**config.mk**
```make
export PLATFORM = sky130hd
export DESIGN_NAME = indirect_address_generator
export DESIGN_NICKNAME = d
export VERILOG_FILES = /design/src/common/iag_pkg.sv /design/src/rtl/indirect_address_generator.sv
export SDC_FILE = /design/constraint.sdc
export NUM_CORES = 1
export LEC_CHECK = 0
export BUFFER_PORTS_ARGS = -buffer_cell sky130_fd_sc_hd__buf_2
export CAP_MARGIN = 10
export CORE_MARGIN = 5
export CORE_UTILIZATION = 45
export CTS_CLUSTER_DIAMETER = 150
export DETAILED_ROUTE_END_ITERATION = 12
export PLACE_DENSITY_LB_ADDON = 0.2
export SKIP_LAST_GASP = 1
export SLEW_MARGIN = 10
export SYNTH_ARGS = -nofsm -noshare
export SYNTH_HDL_FRONTEND = slang
export SYNTH_SLANG_ARGS = --single-unit
```
**constraint.sdc**
```tcl
create_clock -name aclk -period 10.05 [get_ports aclk]
set_input_delay 1.005 -clock aclk [delete_from_list [all_inputs] [get_ports aclk]]
set_output_delay 1.005 -clock aclk [all_outputs]
set_load 0.01 [all_outputs]
```
**src/common/iag_pkg.sv**
```systemverilog
// Constants shared by the indirect address generator
package iag_pkg;
    localparam int unsigned WORD_W        = 16;
    localparam int unsigned PTR_COUNT     = 8;
    localparam int unsigned SEL_W         = 3;
    // Instruction word fields
    localparam int unsigned OPCODE_HI     = 15;
    localparam int unsigned OPCODE_LO     = 8;
    localparam int unsigned MODE_BIT      = 7;
    localparam int unsigned STEP_SRC_BIT  = 6;
    localparam int unsigned PLUS_BIT      = 5;
    localparam int unsigned MINUS_BIT     = 4;
    localparam int unsigned SEL_CHG_BIT   = 3;
    localparam int unsigned NEXT_PTR_HI   = 2;
    localparam int unsigned NEXT_PTR_LO   = 0;
    // Update codes: step source, plus, minus
    localparam logic [2:0] CODE_NONE      = 3'h0;
    localparam logic [2:0] CODE_DEC1      = 3'h1;
    localparam logic [2:0] CODE_INC1      = 3'h2;
    localparam logic [2:0] CODE_RSVD      = 3'h3;
    localparam logic [2:0] CODE_RC_SUB    = 3'h4;
    localparam logic [2:0] CODE_SUB       = 3'h5;
    localparam logic [2:0] CODE_ADD       = 3'h6;
    localparam logic [2:0] CODE_RC_ADD    = 3'h7;
    // Register map, byte addresses
    localparam logic [7:0] PTR_BASE_OFS   = 8'h00;
    localparam logic [7:0] STEP_OFS       = 8'h20;
    localparam logic [7:0] STATUS_OFS     = 8'h24;
    localparam logic [7:0] LAST_INSTR_OFS = 8'h28;
    localparam int unsigned ADDR_W        = 8;
    // status_word_one layout
    localparam int unsigned SEL_LSB       = 0;
    localparam int unsigned BACKUP_LSB    = 8;
    // Reset values and AXI response codes
    localparam logic [15:0] PTR_RESET     = 16'h0000;
    localparam logic [15:0] STEP_RESET    = 16'h0000;
    localparam logic [2:0]  SEL_RESET     = 3'h0;
    localparam logic [1:0]  RESP_OKAY     = 2'h0;
    localparam logic [1:0]  RESP_SLVERR   = 2'h2;

    typedef enum logic [2:0] {
        op_none, op_dec1, op_inc1, op_sub, op_add, op_rc_sub, op_rc_add
    } update_op_type;
endpackage : iag_pkg

```
**src/rtl/indirect_address_generator.sv**
```systemverilog
// Indirect address decode and pointer arithmetic with an AXI4-Lite slave
`timescale 1ns/10ps
`default_nettype none

// Summary of operation
// (RL1) Bits 15..8 are the eight-bit opcode, whatever the addressing mode.
// (RL2) Bit 7 selects mode: zero direct, one indirect with update fields.
// (RL3) Bit 6 picks the amount: one when clear, step register when set.
// (RL4) Bit 5 asks for an increase of the current pointer register.
// (RL5) Bit 4 asks for a decrease; with bit 5 it fixes the operation.
// (RL6) Bit 3 set loads the selector and saves the old one in backup.
// (RL7) Bits 2..0 are the next pointer value, loaded only when bit 3 set.
// (RL8) Code 000 accesses at the current pointer and leaves it unchanged.
// (RL9) Code 001 decrements by one, code 010 increments by one.
// (RL10) Code 101 subtracts step, code 110 adds step, normal carry.
// (RL11) Code 111 adds step, code 100 subtracts step, reverse carry.
// (RL12) Indirect decode applies only to instructions with a memory operand.
// (RL13) A selector change takes effect from the following instruction.
// (RL14) Word 28ABh decodes as increment by one and select pointer three.
// (RL15) Word 28F0h decodes as a reverse-carry add of the step register.
// (RL16) Repeated reverse-carry adds of half the FFT size give bit order.
// (RL17) Base 0110 0000 step 0000 1000 yields 0110 1000, 0110 0100, ...
// (RL18) The operand address is the current pointer before its update.
// (RL19) Pointer arithmetic is unsigned sixteen-bit, wrapping.
// (RL20) Reverse carry runs from the top bit toward the bottom bit.
// (RL21) The selector holds 0..7 and picks one of eight pointers.
// (RL22) Reserved code 011 leaves the current pointer unchanged.
module indirect_address_generator
    import iag_pkg::*;
(
    input  wire logic                aclk,
    input  wire logic                aresetn,
    // Instruction decode side
    input  wire logic                instr_valid,
    input  wire logic [WORD_W-1:0]   instr_word,
    input  wire logic                instr_has_mem,
    output var  logic                decode_valid,
    output var  logic [7:0]          opcode,
    output var  logic                indirect_access,
    output var  logic [WORD_W-1:0]   mem_addr,
    // AXI4-Lite slave
    input  wire logic [ADDR_W-1:0]   s_axi_awaddr,
    input  wire logic                s_axi_awvalid,
    output var  logic                s_axi_awready,
    input  wire logic [31:0]         s_axi_wdata,
    input  wire logic [3:0]          s_axi_wstrb,
    input  wire logic                s_axi_wvalid,
    output var  logic                s_axi_wready,
    output var  logic [1:0]          s_axi_bresp,
    output var  logic                s_axi_bvalid,
    input  wire logic                s_axi_bready,
    input  wire logic [ADDR_W-1:0]   s_axi_araddr,
    input  wire logic                s_axi_arvalid,
    output var  logic                s_axi_arready,
    output var  logic [31:0]         s_axi_rdata,
    output var  logic [1:0]          s_axi_rresp,
    output var  logic                s_axi_rvalid,
    input  wire logic                s_axi_rready
);

    // Bit reversal lets the ordinary adder run with reverse carry
    function automatic logic [WORD_W-1:0] rev(input logic [WORD_W-1:0] v);
        logic [WORD_W-1:0] r;
        r = '0;
        for (int i = 0; i < WORD_W; i++) begin
            r[i] = v[WORD_W-1-i];
        end
        return r;
    endfunction : rev

    function automatic logic [WORD_W-1:0] rc_add(
        input logic [WORD_W-1:0] a,
        input logic [WORD_W-1:0] b
    );
        return rev(rev(a) + rev(b));
    endfunction : rc_add

    function automatic logic [WORD_W-1:0] rc_sub(
        input logic [WORD_W-1:0] a,
        input logic [WORD_W-1:0] b
    );
        return rev(rev(a) - rev(b));
    endfunction : rc_sub

    function automatic logic [15:0] merge16(
        input logic [15:0] old,
        input logic [31:0] data,
        input logic [3:0]  strb
    );
        logic [15:0] r;
        r = old;
        if (strb[0]) begin
            r[7:0] = data[7:0];
        end
        if (strb[1]) begin
            r[15:8] = data[15:8];
        end
        return r;
    endfunction : merge16

    function automatic update_op_type decode_op(input logic [2:0] code);
        update_op_type op;
        op = op_none;
        unique case (code)
            CODE_NONE:   op = op_none;
            CODE_DEC1:   op = op_dec1;
            CODE_INC1:   op = op_inc1;
            CODE_RSVD:   op = op_none;
            CODE_RC_SUB: op = op_rc_sub;
            CODE_SUB:    op = op_sub;
            CODE_ADD:    op = op_add;
            CODE_RC_ADD: op = op_rc_add;
        endcase
        return op;
    endfunction : decode_op

    logic [WORD_W-1:0]  pointer_registers [PTR_COUNT];
    logic [WORD_W-1:0]  step_register;
    logic [SEL_W-1:0]   pointer_selector;
    logic [SEL_W-1:0]   pointer_backup;
    logic [WORD_W-1:0]  last_instr;

    logic               take;
    logic [2:0]         upd_code;
    update_op_type      upd_op;
    logic [WORD_W-1:0]  cur_ptr;
    logic [WORD_W-1:0]  next_ptr;
    logic [SEL_W-1:0]   next_pointer_value;

    // Only indirect words with a memory operand touch the pointers
    assign take = instr_valid && instr_has_mem
                  && instr_word[MODE_BIT];                 // see (RL2) (RL12)
    assign upd_code = {instr_word[STEP_SRC_BIT], instr_word[PLUS_BIT],
                       instr_word[MINUS_BIT]};             // see (RL3) (RL4)
    assign upd_op = decode_op(upd_code);                   // see (RL5) (RL15)
    assign cur_ptr = pointer_registers[pointer_selector];  // see (RL21)
    assign next_pointer_value = instr_word[NEXT_PTR_HI:NEXT_PTR_LO];

    always_comb begin
        next_ptr = cur_ptr;                        // see (RL8) (RL22)
        unique case (upd_op)
            op_none:   next_ptr = cur_ptr;
            op_dec1:   next_ptr = cur_ptr - 16'h0001;       // see (RL9)
            op_inc1:   next_ptr = cur_ptr + 16'h0001;       // see (RL9)
            op_sub:    next_ptr = cur_ptr - step_register;  // see (RL10)
            op_add:    next_ptr = cur_ptr + step_register;  // see (RL19)
            op_rc_sub: next_ptr = rc_sub(cur_ptr, step_register); // see (RL11)
            op_rc_add: next_ptr = rc_add(cur_ptr, step_register); // see (RL20)
        endcase
    end

    // AXI4-Lite write side: address and data taken in either order
    logic               aw_held;
    logic               w_held;
    logic [ADDR_W-1:0]  aw_addr;
    logic [31:0]        w_data;
    logic [3:0]         w_strb;
    logic               wr_commit;
    logic               wr_ptr_hit;
    logic               wr_step_hit;
    logic               wr_stat_hit;
    logic [2:0]         wr_idx;

    assign wr_commit   = aw_held && w_held && !s_axi_bvalid;
    assign wr_idx      = aw_addr[4:2];
    assign wr_ptr_hit  = (aw_addr[7:5] == PTR_BASE_OFS[7:5])
                         && (aw_addr[1:0] == 2'h0);
    assign wr_step_hit = (aw_addr == STEP_OFS);
    assign wr_stat_hit = (aw_addr == STATUS_OFS);

    always_ff @(posedge aclk) begin
        if (!aresetn) begin
            aw_held       <= 1'b0;
            w_held        <= 1'b0;
            aw_addr       <= '0;
            w_data        <= '0;
            w_strb        <= '0;
            s_axi_awready <= 1'b0;
            s_axi_wready  <= 1'b0;
            s_axi_bvalid  <= 1'b0;
            s_axi_bresp   <= RESP_OKAY;
        end else begin
            s_axi_awready <= !aw_held && !s_axi_awready && s_axi_awvalid;
            s_axi_wready  <= !w_held && !s_axi_wready && s_axi_wvalid;
            if (s_axi_awvalid && s_axi_awready) begin
                aw_held <= 1'b1;
                aw_addr <= s_axi_awaddr;
            end
            if (s_axi_wvalid && s_axi_wready) begin
                w_held <= 1'b1;
                w_data <= s_axi_wdata;
                w_strb <= s_axi_wstrb;
            end
            if (wr_commit) begin
                s_axi_bvalid <= 1'b1;
                s_axi_bresp  <= (wr_ptr_hit || wr_step_hit || wr_stat_hit)
                                ? RESP_OKAY : RESP_SLVERR;
            end
            if (s_axi_bvalid && s_axi_bready) begin
                s_axi_bvalid <= 1'b0;
                aw_held      <= 1'b0;
                w_held       <= 1'b0;
            end
        end
    end

    // Pointer file; a bus write to the same register beats the update
    always_ff @(posedge aclk) begin
        if (!aresetn) begin
            for (int i = 0; i < PTR_COUNT; i++) begin
                pointer_registers[i] <= PTR_RESET;
            end
        end else begin
            if (take) begin
                pointer_registers[pointer_selector] <= next_ptr; // see (RL13)
            end
            if (wr_commit && wr_ptr_hit) begin
                pointer_registers[wr_idx] <=
                    merge16(pointer_registers[wr_idx], w_data, w_strb);
            end
        end
    end

    always_ff @(posedge aclk) begin
        if (!aresetn) begin
            step_register <= STEP_RESET;
        end else if (wr_commit && wr_step_hit) begin
            // Holds half the FFT size for bit-reversed walks, see (RL16)
            step_register <= merge16(step_register, w_data, w_strb);
        end
    end

    always_ff @(posedge aclk) begin
        if (!aresetn) begin
            pointer_selector <= SEL_RESET;
            pointer_backup   <= SEL_RESET;
        end else if (wr_commit && wr_stat_hit && w_strb[0]) begin
            pointer_selector <= w_data[SEL_LSB +: SEL_W];
            if (w_strb[1]) begin
                pointer_backup <= w_data[BACKUP_LSB +: SEL_W];
            end
        end else if (take && instr_word[SEL_CHG_BIT]) begin
            pointer_selector <= next_pointer_value; // see (RL6) (RL7) (RL14)
            pointer_backup   <= pointer_selector;            // see (RL6)
        end
    end

    // Decode outputs, registered one cycle after the word is offered
    always_ff @(posedge aclk) begin
        if (!aresetn) begin
            decode_valid    <= 1'b0;
            opcode          <= '0;
            indirect_access <= 1'b0;
            mem_addr        <= '0;
            last_instr      <= '0;
        end else begin
            decode_valid    <= instr_valid;
            indirect_access <= take;
            if (instr_valid) begin
                opcode     <= instr_word[OPCODE_HI:OPCODE_LO]; // see (RL1)
                last_instr <= instr_word;
            end
            if (take) begin
                mem_addr <= cur_ptr;                         // see (RL18)
            end
        end
    end

    // AXI4-Lite read side
    logic [31:0] rd_word;
    logic        rd_hit;

    always_comb begin
        rd_word = '0;
        rd_hit  = 1'b1;
        if ((s_axi_araddr[7:5] == PTR_BASE_OFS[7:5])
            && (s_axi_araddr[1:0] == 2'h0)) begin
            rd_word[15:0] = pointer_registers[s_axi_araddr[4:2]];
        end else if (s_axi_araddr == STEP_OFS) begin
            rd_word[15:0] = step_register;
        end else if (s_axi_araddr == STATUS_OFS) begin
            rd_word[SEL_LSB +: SEL_W]    = pointer_selector;
            rd_word[BACKUP_LSB +: SEL_W] = pointer_backup;
        end else if (s_axi_araddr == LAST_INSTR_OFS) begin
            rd_word[15:0] = last_instr;
        end else begin
            rd_hit = 1'b0;
        end
    end

    always_ff @(posedge aclk) begin
        if (!aresetn) begin
            s_axi_arready <= 1'b0;
            s_axi_rvalid  <= 1'b0;
            s_axi_rdata   <= '0;
            s_axi_rresp   <= RESP_OKAY;
        end else begin
            s_axi_arready <= !s_axi_arready && !s_axi_rvalid
                             && s_axi_arvalid;
            if (s_axi_arvalid && s_axi_arready) begin
                s_axi_rvalid <= 1'b1;
                s_axi_rdata  <= rd_word;
                s_axi_rresp  <= rd_hit ? RESP_OKAY : RESP_SLVERR;
            end else if (s_axi_rvalid && s_axi_rready) begin
                s_axi_rvalid <= 1'b0;
            end
        end
    end

    // Checks on the decode, the pointer arithmetic and the write response
    logic quiet;
    assign quiet = !wr_commit;

    property p_opcode_field;
        @(posedge aclk) disable iff (!aresetn)
        instr_valid |=> decode_valid && opcode == $past(instr_word[15:8]);
    endproperty
    a_opcode_field: assert property (p_opcode_field) // see (RL1)
        else $error("opcode field not passed through");

    property p_direct_no_access;
        @(posedge aclk) disable iff (!aresetn)
        instr_valid && (!instr_word[MODE_BIT] || !instr_has_mem) && quiet
        |=> !indirect_access && $stable(pointer_selector);
    endproperty
    a_direct_no_access: assert property (p_direct_no_access) // see (RL12)
        else $error("direct or immediate word touched the pointers");

    property p_addr_before_update;
        @(posedge aclk) disable iff (!aresetn)
        take |=> indirect_access && mem_addr == $past(cur_ptr);
    endproperty
    a_addr_before_update: assert property (p_addr_before_update) // see (RL18)
        else $error("operand address is not the pre-update pointer");

    property p_step_one;
        @(posedge aclk) disable iff (!aresetn)
        take && quiet && upd_code == CODE_INC1
        |=> pointer_registers[$past(pointer_selector)]
            == 16'($past(cur_ptr) + 16'h0001);
    endproperty
    a_step_one: assert property (p_step_one) // see (RL9)
        else $error("increment by one wrong");

    property p_step_sub;
        @(posedge aclk) disable iff (!aresetn)
        take && quiet && upd_code == CODE_SUB
        |=> pointer_registers[$past(pointer_selector)]
            == 16'($past(cur_ptr) - $past(step_register));
    endproperty
    a_step_sub: assert property (p_step_sub) // see (RL10)
        else $error("subtract step wrong");

    property p_hold;
        @(posedge aclk) disable iff (!aresetn)
        take && quiet && (upd_code == CODE_NONE || upd_code == CODE_RSVD)
        |=> pointer_registers[$past(pointer_selector)] == $past(cur_ptr);
    endproperty
    a_hold: assert property (p_hold) // see (RL22)
        else $error("pointer changed on a hold code");

    property p_rc_add;
        @(posedge aclk) disable iff (!aresetn)
        take && quiet && upd_code == CODE_RC_ADD && cur_ptr == 16'h0060
        && step_register == 16'h0008 |=> cur_ptr == 16'h0068;
    endproperty
    a_rc_add: assert property (p_rc_add) // see (RL17)
        else $error("reverse carry add wrong");

    property p_sel_change;
        @(posedge aclk) disable iff (!aresetn)
        take && quiet && instr_word[SEL_CHG_BIT]
        |=> pointer_selector == $past(instr_word[2:0])
            && pointer_backup == $past(pointer_selector);
    endproperty
    a_sel_change: assert property (p_sel_change) // see (RL6)
        else $error("selector switch or backup wrong");

    property p_bresp_stable;
        @(posedge aclk) disable iff (!aresetn)
        s_axi_bvalid && !s_axi_bready |=> s_axi_bvalid && $stable(s_axi_bresp);
    endproperty
    a_bresp_stable: assert property (p_bresp_stable)
        else $error("write response dropped before taken");

endmodule : indirect_address_generator

`default_nettype wire

```
=== Word level (Yosys, flattened, before mapping) ===
Memory sizes are Yosys's and may differ from the RTL's. A register that Yosys moved wholly into a read port is not among the register bits.
Index checks and enable logic that the tools add are counted.

* Bits of input ports: 77
* Memories kept: 2
* Bits in registers: 117
* Output and inout port bits: 67
* Memory bits (read-only): 24
* Word-level logic and storage cells: 137
* RAM bits: 128

* Muxes and demuxes: 42
* Equal/unequal tests: 15
* Add/sub/neg operators: 6
* Reductions and logical operators: 46
* Bitwise operators: 4

{| class="wikitable"
|+ Memories
! name !! words !! bits a word !! read ports !! clocked after memory_dff !! wr ports !! line !! source
|-
| pointer_registers || 8 || 16 || 2 || 1 || 8 || indirect_address_generator.sv:117 || <nowiki>logic [WORD_W-1:0] pointer_registers [PTR_COUNT];</nowiki>
|-
| (no name shown) || 8 || 3 || 1 || 0 || 0 || indirect_address_generator.sv:104 || <nowiki>unique case (code)</nowiki>
|}

{| class="wikitable"
|+ Operators by type and width
! cell !! count
|-
| 16-bit one-hot mux with 7 select lines || 1
|-
| 16-bit two-way mux || 5
|-
| 8-bit two-way mux || 6
|-
| 8-bit by 6-bit equality test with 1-bit output, second input constant || 5
|-
| 3-bit two-way mux || 11
|-
| 16-bit adder || 2
|-
| 16-bit OR reduction || 2
|-
| 16-bit subtractor || 2
|-
| 1-bit logical AND || 22
|-
| 16-bit by 1-bit adder with 16-bit output, second input constant || 1
|-
| 16-bit by 1-bit subtractor with 16-bit output, second input constant || 1
|-
| 1-bit two-way mux || 14
|-
| 5-bit two-way mux || 2
|-
| 2-bit AND reduction || 5
|-
| 3-bit equality test, second input constant || 3
|-
| 3-bit logical NOT || 3
|-
| 1-bit logical NOT || 7
|-
| 3-bit by 2-bit equality test with 1-bit output, second input constant || 2
|-
| 2-bit two-way mux || 3
|-
| 3-bit != test, second input constant || 2
|-
| 2-bit logical NOT || 2
|-
| 2-bit nonzero test || 2
|-
| 3-bit by 1-bit equality test with 1-bit output, second input constant || 1
|-
| 3-bit equality test || 1
|-
| other kinds (5) || 8
|}

=== Depth between registers and ports, before layout ===
Gate-level depths: netlist (run 1).

* Depth after elaboration: 11
* Gate-level depth with buffers: 18

=== Least setup slack after synthesis (run 1) ===
OpenSTA, ideal clock, no wires.

* Path type: input-to-reg
* From: in instr_word[5]
* To: mem pointer_registers[0][15], data pin
* Stages on the path: 15
* Path slack: 5736 ps
* Buffers on the path: 3
* Arrival: 4051 ps
* Setup time: 263 ps
* Cells stage by stage: clkbuf_1 > clkbuf_1 > nand3b_1 > clkbuf_1 > o21ai_0 > a221oi_1 > ha_1 > o21a_1 > o31a_1 > nand3_1 > a21oi_1 > or3b_1 > and2_4 > o211ai_4 > o21ai_2

{| class="wikitable"
|+ RTL lines
! item !! line !! source
|-
| start, declared || indirect_address_generator.sv:35 || <nowiki>input wire logic [WORD_W-1:0] instr_word,</nowiki>
|-
| end, declared || indirect_address_generator.sv:117 ||
|}

==> flow_summary.toml, run 1 <==
[run_status]
status = "finished clean"

[timing]
drv_slew = 0
hold_slack_ns = 0.442
fmax_mhz = 181
finalCritPeriodShare_pct = 54.9
min_period_ns = 5.52
slew-limit-headroom_pct = 29.5
rsz0062_at_grt = "false"
tns_ns = 0
setup_viol_count_final = 0
tightest_slew_ns = 1.05
clock_skew_ns = 0.0485
hold_viol = 0

[worst_setup_path]
cp_slowest_cell = "o31ai_1"
crit_chain = "buf_4 -> mux4_2 -> mux2i_1 -> inv_1 -> ha_1 -> nor2b_1 -> o2111ai_1 -> a21oi_2 -> a2111oi_2 -> o31ai_1 -> a21oi_2 -> nor4b_4 -> o21ai_1"
arrival_ns = 5.81
startpoint_type = "flop"
required_ns = 10.35
crit_family = "compound AO/OA/AOI/OAI gates"
reg2reg_depth = 13
crit_top_cell = "a21oi_2"
path_buf_inv = 2
crit_path_end_kind = "flop"
reg2reg_slack_ns = 4.53
worst_path_largest_cell_delay_ns = 0.72
cp.depth = 13
critPathKind = "flop to flop"
cp_max_fo = 32

[final_layout]
area_growth_pct = 10.2
stdcell_area_um2 = 16900
antennaDiodeCount = 0
stdcell_count = 2029
fillers = 3008
final_common_cell = "nand2_1"
final_util_pct = 50.3
nNetsFinal = 1689
drive_above_1_share_pct = 17.5
final_cell_mix = "nand2_1, edfxtp_1, dfxtp_1"

[placement]
place_area_um2 = 16000
dp.cells = 1977
hpwl_um = 34800
routabilityCongestion = 0.940
port_buffers = 107

[cts]
clock-sinks = 238
root_buffer = "clkbuf_16"
post_cts_resized = 0
ctsHtreeMaxLevel = 1
hold_buffers = 0
cts_setup_buffers = 0
tritoncts = "built"
clkTransAtPathRegs_ns = 0.06
numCtsBuffers = 28
cts.path.max_buffers = 3
clock_latency_ns = 0.58

[logic_synthesis]
synthesis.area_um2 = 15300
ys_ff_latch = 238
avgSynthCellArea_um2 = 10.1
ys_seq_area_share_pct = 39.4
synth_cells = 1522
synthDistinctLibCells = 89
synth_ff_type = "edfxtp_1"
yosys_warnings = 0
synth_edf_count = 128
async_flop_share_pct = 0

[routing]
vias_per_cell = 6.07
drt-pass1-iter-count = 7
drc_errors = 0
postRouteWirelength_um = 47800
num_vias = 12300
drtAntennaViolNets = 0
wire_per_inst_um = 23.6
drtIter0Drc = 1375

[grt]
grt_pass1_wl_um = 72400
grt_max_degree = 75
grt_usage_pct = 24.3
grt_overflow = 0
grt_pass1_vias = 11700
antenna_found_initial = 0

[worst_hold_path]
hold_depth = 1
min_from = "aw_held$_SDFFE_PP0P_"
min_path_type = "flop to flop"

[floorplan]
die_height_um = 195
die_w_um = 195
initial_core_util_pct = 45.6
io_pins = 144
die_area_um2 = 37900
fp-row-count = 67
core-area_um2 = 33600

[run]
drv_cap = 0

[power_and_ir_drop]
ir_drop_uv = 122
power_leakage_nw = 6.84
power.density_nw_per_um2 = 150
## per-layer routing
metal  GRT usage [%]  share of wire (%)
met4            6.43                2.8
met3            3.83                8.0
met1            33.8                 42
met2            39.8                 47
met5               0                  0
## power breakdown
part / leakage [nW] / internal (mW) / switching [mW]
registers: 2.22 / 1.06 / 0.0290
clock network: 0.443 / 0.578 / 0.427
logic: 4.18 / 0.161 / 0.280
## cell families (layout without fill, tap and decap cells)
| logic type | Yosys count | count (layout) | share of synthesized area, % |
|---|---|---|---|
| multiplexers | 150 | 150 | 15.1 |
| adder cells (fa/ha/maj) | 53 | 53 | 4.47 |
| AO/OA/AOI/OAI | 397 | 397 | 18.4 |
| other | 1 | 18 | 0.0245 |
| buffers and inverters | 185 | 227 | 5.43 |
| flip-flops | 238 | 238 | 39.4 |
| AND/OR/NAND/NOR | 466 | 466 | 15.2 |
| XOR/XNOR | 32 | 32 | 1.88 |
## final cells by class
class / instances / area, um2 / share of cell area (%)
Sequential cell: 238 / 6050 / 35.8
Clock inverter: 10 / 88.8 / 0.526
Tap cell: 448 / 561 / 3.32
Multi-Input combinational cell: 1116 / 8520 / 50.4
Timing Repair Buffer: 122 / 651 / 3.85
Clock buffer: 42 / 835 / 4.94
Inverter: 53 / 199 / 1.18
## worst reg2reg max path, cell delays in order, from the launching register on
cell and delay (ns):
dfxtp_2 0.31, buf_4 0.56, mux4_2 0.65, mux2i_1 0.54, inv_1 0.26, ha_1 0.36
nor2b_1 0.18, o2111ai_1 0.17, a21oi_2 0.32, a2111oi_2 0.13, o31ai_1 0.72, a21oi_2 0.16
nor4b_4 0.71, o21ai_1 0.17
## path summary, 6_finish.rpt
check,end
min,s_axi_awready$_SDFF_PN0_
max,pointer_registers[0][0]$_DFFE_PP_
max reg2reg,pointer_registers[0][0]$_DFFE_PP_
min reg2reg,s_axi_awready$_SDFF_PN0_
## sequential cells by signal, indices dropped and copies added, names as in the netlist, 2 cells and up, named ones only
signal,count
aw_addr,8
w_strb,2
mem_addr,16
pointer_selector,3
s_axi_rdata,16
w_data,16
pointer_backup,3
step_register,16
last_instr,8
opcode,8
pointer_registers,128
## Yosys cell counts (32+ instances only)
library cell	instances	share of area, %
o21ai_1	84	2.7
nor2_1	50	1.2
edfxtp_1	128	25
nand2_1	200	4.9
inv_1	51	1.2
a22o_1	32	1.8
a21oi_1	46	1.5
nor2b_1	52	2.1
dfxtp_1	110	14
clkbuf_1	65	1.6
ha_1	50	4.1
mux4_2	64	9.4
mux2i_1	82	5.4
o21ai_0	33	1.1
nand3_1	41	1.3
## per-stage QoR
step / worst slack (ns) / total power, mW
2_1_floorplan: 5.74 / 1.41
3_3_place_gp: 4.63 / 1.53
3_5_place_dp: 4.60 / 1.54
4_1_cts: 4.59 / 2.54
5_1_grt: 4.24 / 2.63
6_report: 4.53 / 2.53
No activity file was read; power rests on OpenSTA's default activity.
==> run 2: changes to the inputs <==
- clock period: 10.05 -> 5.6 ns (I/O delays scaled with it)
==> run 2 against run 1 <==
Sequential share of layout area decreased by 0.22 points; worst setup slack worse by 3.8 ns; critical path depth decreased by 1; flip-flop and latch count stayed put; die area is the same; total power grew 80%; first-iteration DRC count shrank 17%; register-to-register slack lost 3.8 ns; count of clock-buffer cells in the layout up 2; critical endpoint is now pointer_registers[0][3]$_DFFE_PP_; largest power group unchanged.
==> flow_summary.toml, run 2 (synthesized netlist as in run 1, its figures left out) <==
[power_and_ir_drop]
power.density_nw_per_um2 = 268
power_leakage_nw = 6.91
total_power_mw = 4.56
ir_drop_uv = 237

[floorplan]
core-area_um2 = 33600
initial_core_util_pct = 45.6
fp-row-count = 67
die_area_um2 = 37900
io_pins = 144
die_w_um = 195
die_height_um = 195

[worst_hold_path]
hold_depth = 3
whs_endpoint = "w_data[7]$_SDFFE_PN0P_"
min_from = "s_axi_wdata[7]"
min_path_type = "primary input to flop"

[final_layout]
largest_reg_flops = 128
area_growth_pct = 10.9
stdcell_area_um2 = 17000
final_common_cell = "nand2_1"
antennaDiodeCount = 0
stdcell_count = 2041
drive_above_1_share_pct = 18.1
fillers = 3049
nNetsFinal = 1702
largest_register = "pointer_registers"
final_cell_mix = "nand2_1, edfxtp_1, dfxtp_1"

[timing]
slew-limit-headroom_pct = 24.5
drv_slew = 0
fmax_mhz = 204
clock_skew_ns = 0.0368
hold_viol = 0
tns_ns = 0
setup_viol_count_final = 0
finalCritPeriodShare_pct = 87.7
min_period_ns = 4.91
rsz0062_at_grt = "false"
tightest_slew_ns = 1.12

[grt]
grt_overflow = 0
antenna_found_initial = 0
grt_pass1_vias = 12100
grt_max_degree = 72
grt_pass1_wl_um = 72900
grt_usage_pct = 24.2

[run_status]
status = "finished clean"

[placement]
port_buffers = 107
dp.cells = 1990
routabilityCongestion = 0.930
place_area_um2 = 16100
hpwl_um = 36100

[cts]
clock_latency_ns = 0.58
post_cts_resized = 0
cts.path.max_buffers = 3
clock-sinks = 238
cts_setup_buffers = 0
tritoncts = "built"
root_buffer = "clkbuf_16"
numCtsBuffers = 28
clkTransAtPathRegs_ns = 0.06
ctsHtreeMaxLevel = 1
hold_buffers = 0

[worst_setup_path]
crit_top_cell = "o21ai_1"
cp_max_fo = 15
reg2reg_to = "pointer_registers[0][3]$_DFFE_PP_"
reg2reg_depth = 12
reg2reg_slack_ns = 0.69
critPathKind = "flop to flop"
startpoint_type = "flop"
crit_path_end_kind = "flop"
worst_path_largest_cell_delay_ns = 0.72
required_ns = 5.88
cp_slowest_cell = "dfxtp_2"
arrival_ns = 5.19
crit_chain = "buf_4 -> mux4_2 -> mux2_2 -> ha_1 -> nor3_1 -> a2111oi_1 -> o21bai_1 -> a32oi_1 -> xor2_1 -> o21ai_1 -> a21oi_2 -> o21ai_1"

[routing]
drc_errors = 0
drt-pass1-iter-count = 9
num_vias = 12400
wire_per_inst_um = 23.4
postRouteWirelength_um = 47700
drtAntennaViolNets = 0
vias_per_cell = 6.08
drtIter0Drc = 1146

[run]
drv_cap = 0
-- run 2: cell count changes in the layout (fill, tap and decap cells not counted), sizes merged --
cell      change
clkinvlp      -3
buf          +13
bufinv        +1
clkbuf        +2
clkinv        -1
-- run 2: per-layer routing --
layer	wire length, um	up-vias	GRT usage (%)	share of wire [%]
met5	0	-	0	0
met4	1700	0	8.13	3.6
met3	3480	73	3.31	7.3
met2	22400	535	40.0	47
met1	20100	6051	33.0	42
li1	-	5742	-	-
-- run 2: per-stage QoR --
step | worst slack (ns) | hold slack, ns | utilization, %
finish | 0.689 | 0.235 | 50.6
global route | 0.358 | 0.229 | 50.6
CTS | 0.687 | 0.210 | 50.6
detailed placement | 0.693 | 0.453 | 47.9
global placement | 0.762 | 0.431 | 47.9
floorplan | 1.42 | 0.421 | -
-- run 2: worst max-delay path by stage --
stage | slack (ns) | endpoint | start | depth (start not counted)
6_report | 0.69 | pointer_registers[0][3]$_DFFE_PP_ | flop | 12
3_3_place_gp | 0.76 | pointer_registers[1][2]$_DFFE_PP_ | flop | 12
3_5_place_dp | 0.69 | pointer_registers[0][1]$_DFFE_PP_ | flop | 12
4_1_cts | 0.69 | pointer_registers[5][1]$_DFFE_PP_ | flop | 12
2_1_floorplan | 1.42 | pointer_registers[0][15]$_DFFE_PP_ | step_register[1]$_SDFFE_PN0P_ | 18
5_1_grt | 0.36 | pointer_registers[0][1]$_DFFE_PP_ | flop | 12
-- run 2: layout make-up --
cell class | count | area [um2] | share of cell area [%]
clock buffers | 44 | 826 | 4.86
clock inverters | 7 | 90.1 | 0.530
inverters | 53 | 199 | 1.17
multi-input cells | 1116 | 8520 | 50.1
flip-flops and latches | 238 | 6050 | 35.6
well taps | 448 | 561 | 3.30
repair buffers | 135 | 761 | 4.47
-- run 2: power breakdown --
group	leakage (nW)	internal, mW	switching, mW
registers	2.22	1.90	0.0554
logic	4.24	0.303	0.497
clock network	0.453	1.06	0.741
-- run 2: worst max-delay path, delay by kind of cell (launching register included) --
family | cells | cell delay [ns]
AOI/OAI and AO/OA | 6 | 1.92
muxes | 2 | 0.88
DFF | 1 | 0.72
adders and majority gates | 1 | 0.48
buffers and inverters | 1 | 0.31
xor gates and xnor gates | 1 | 0.20
and+or+nand+nor | 1 | 0.09
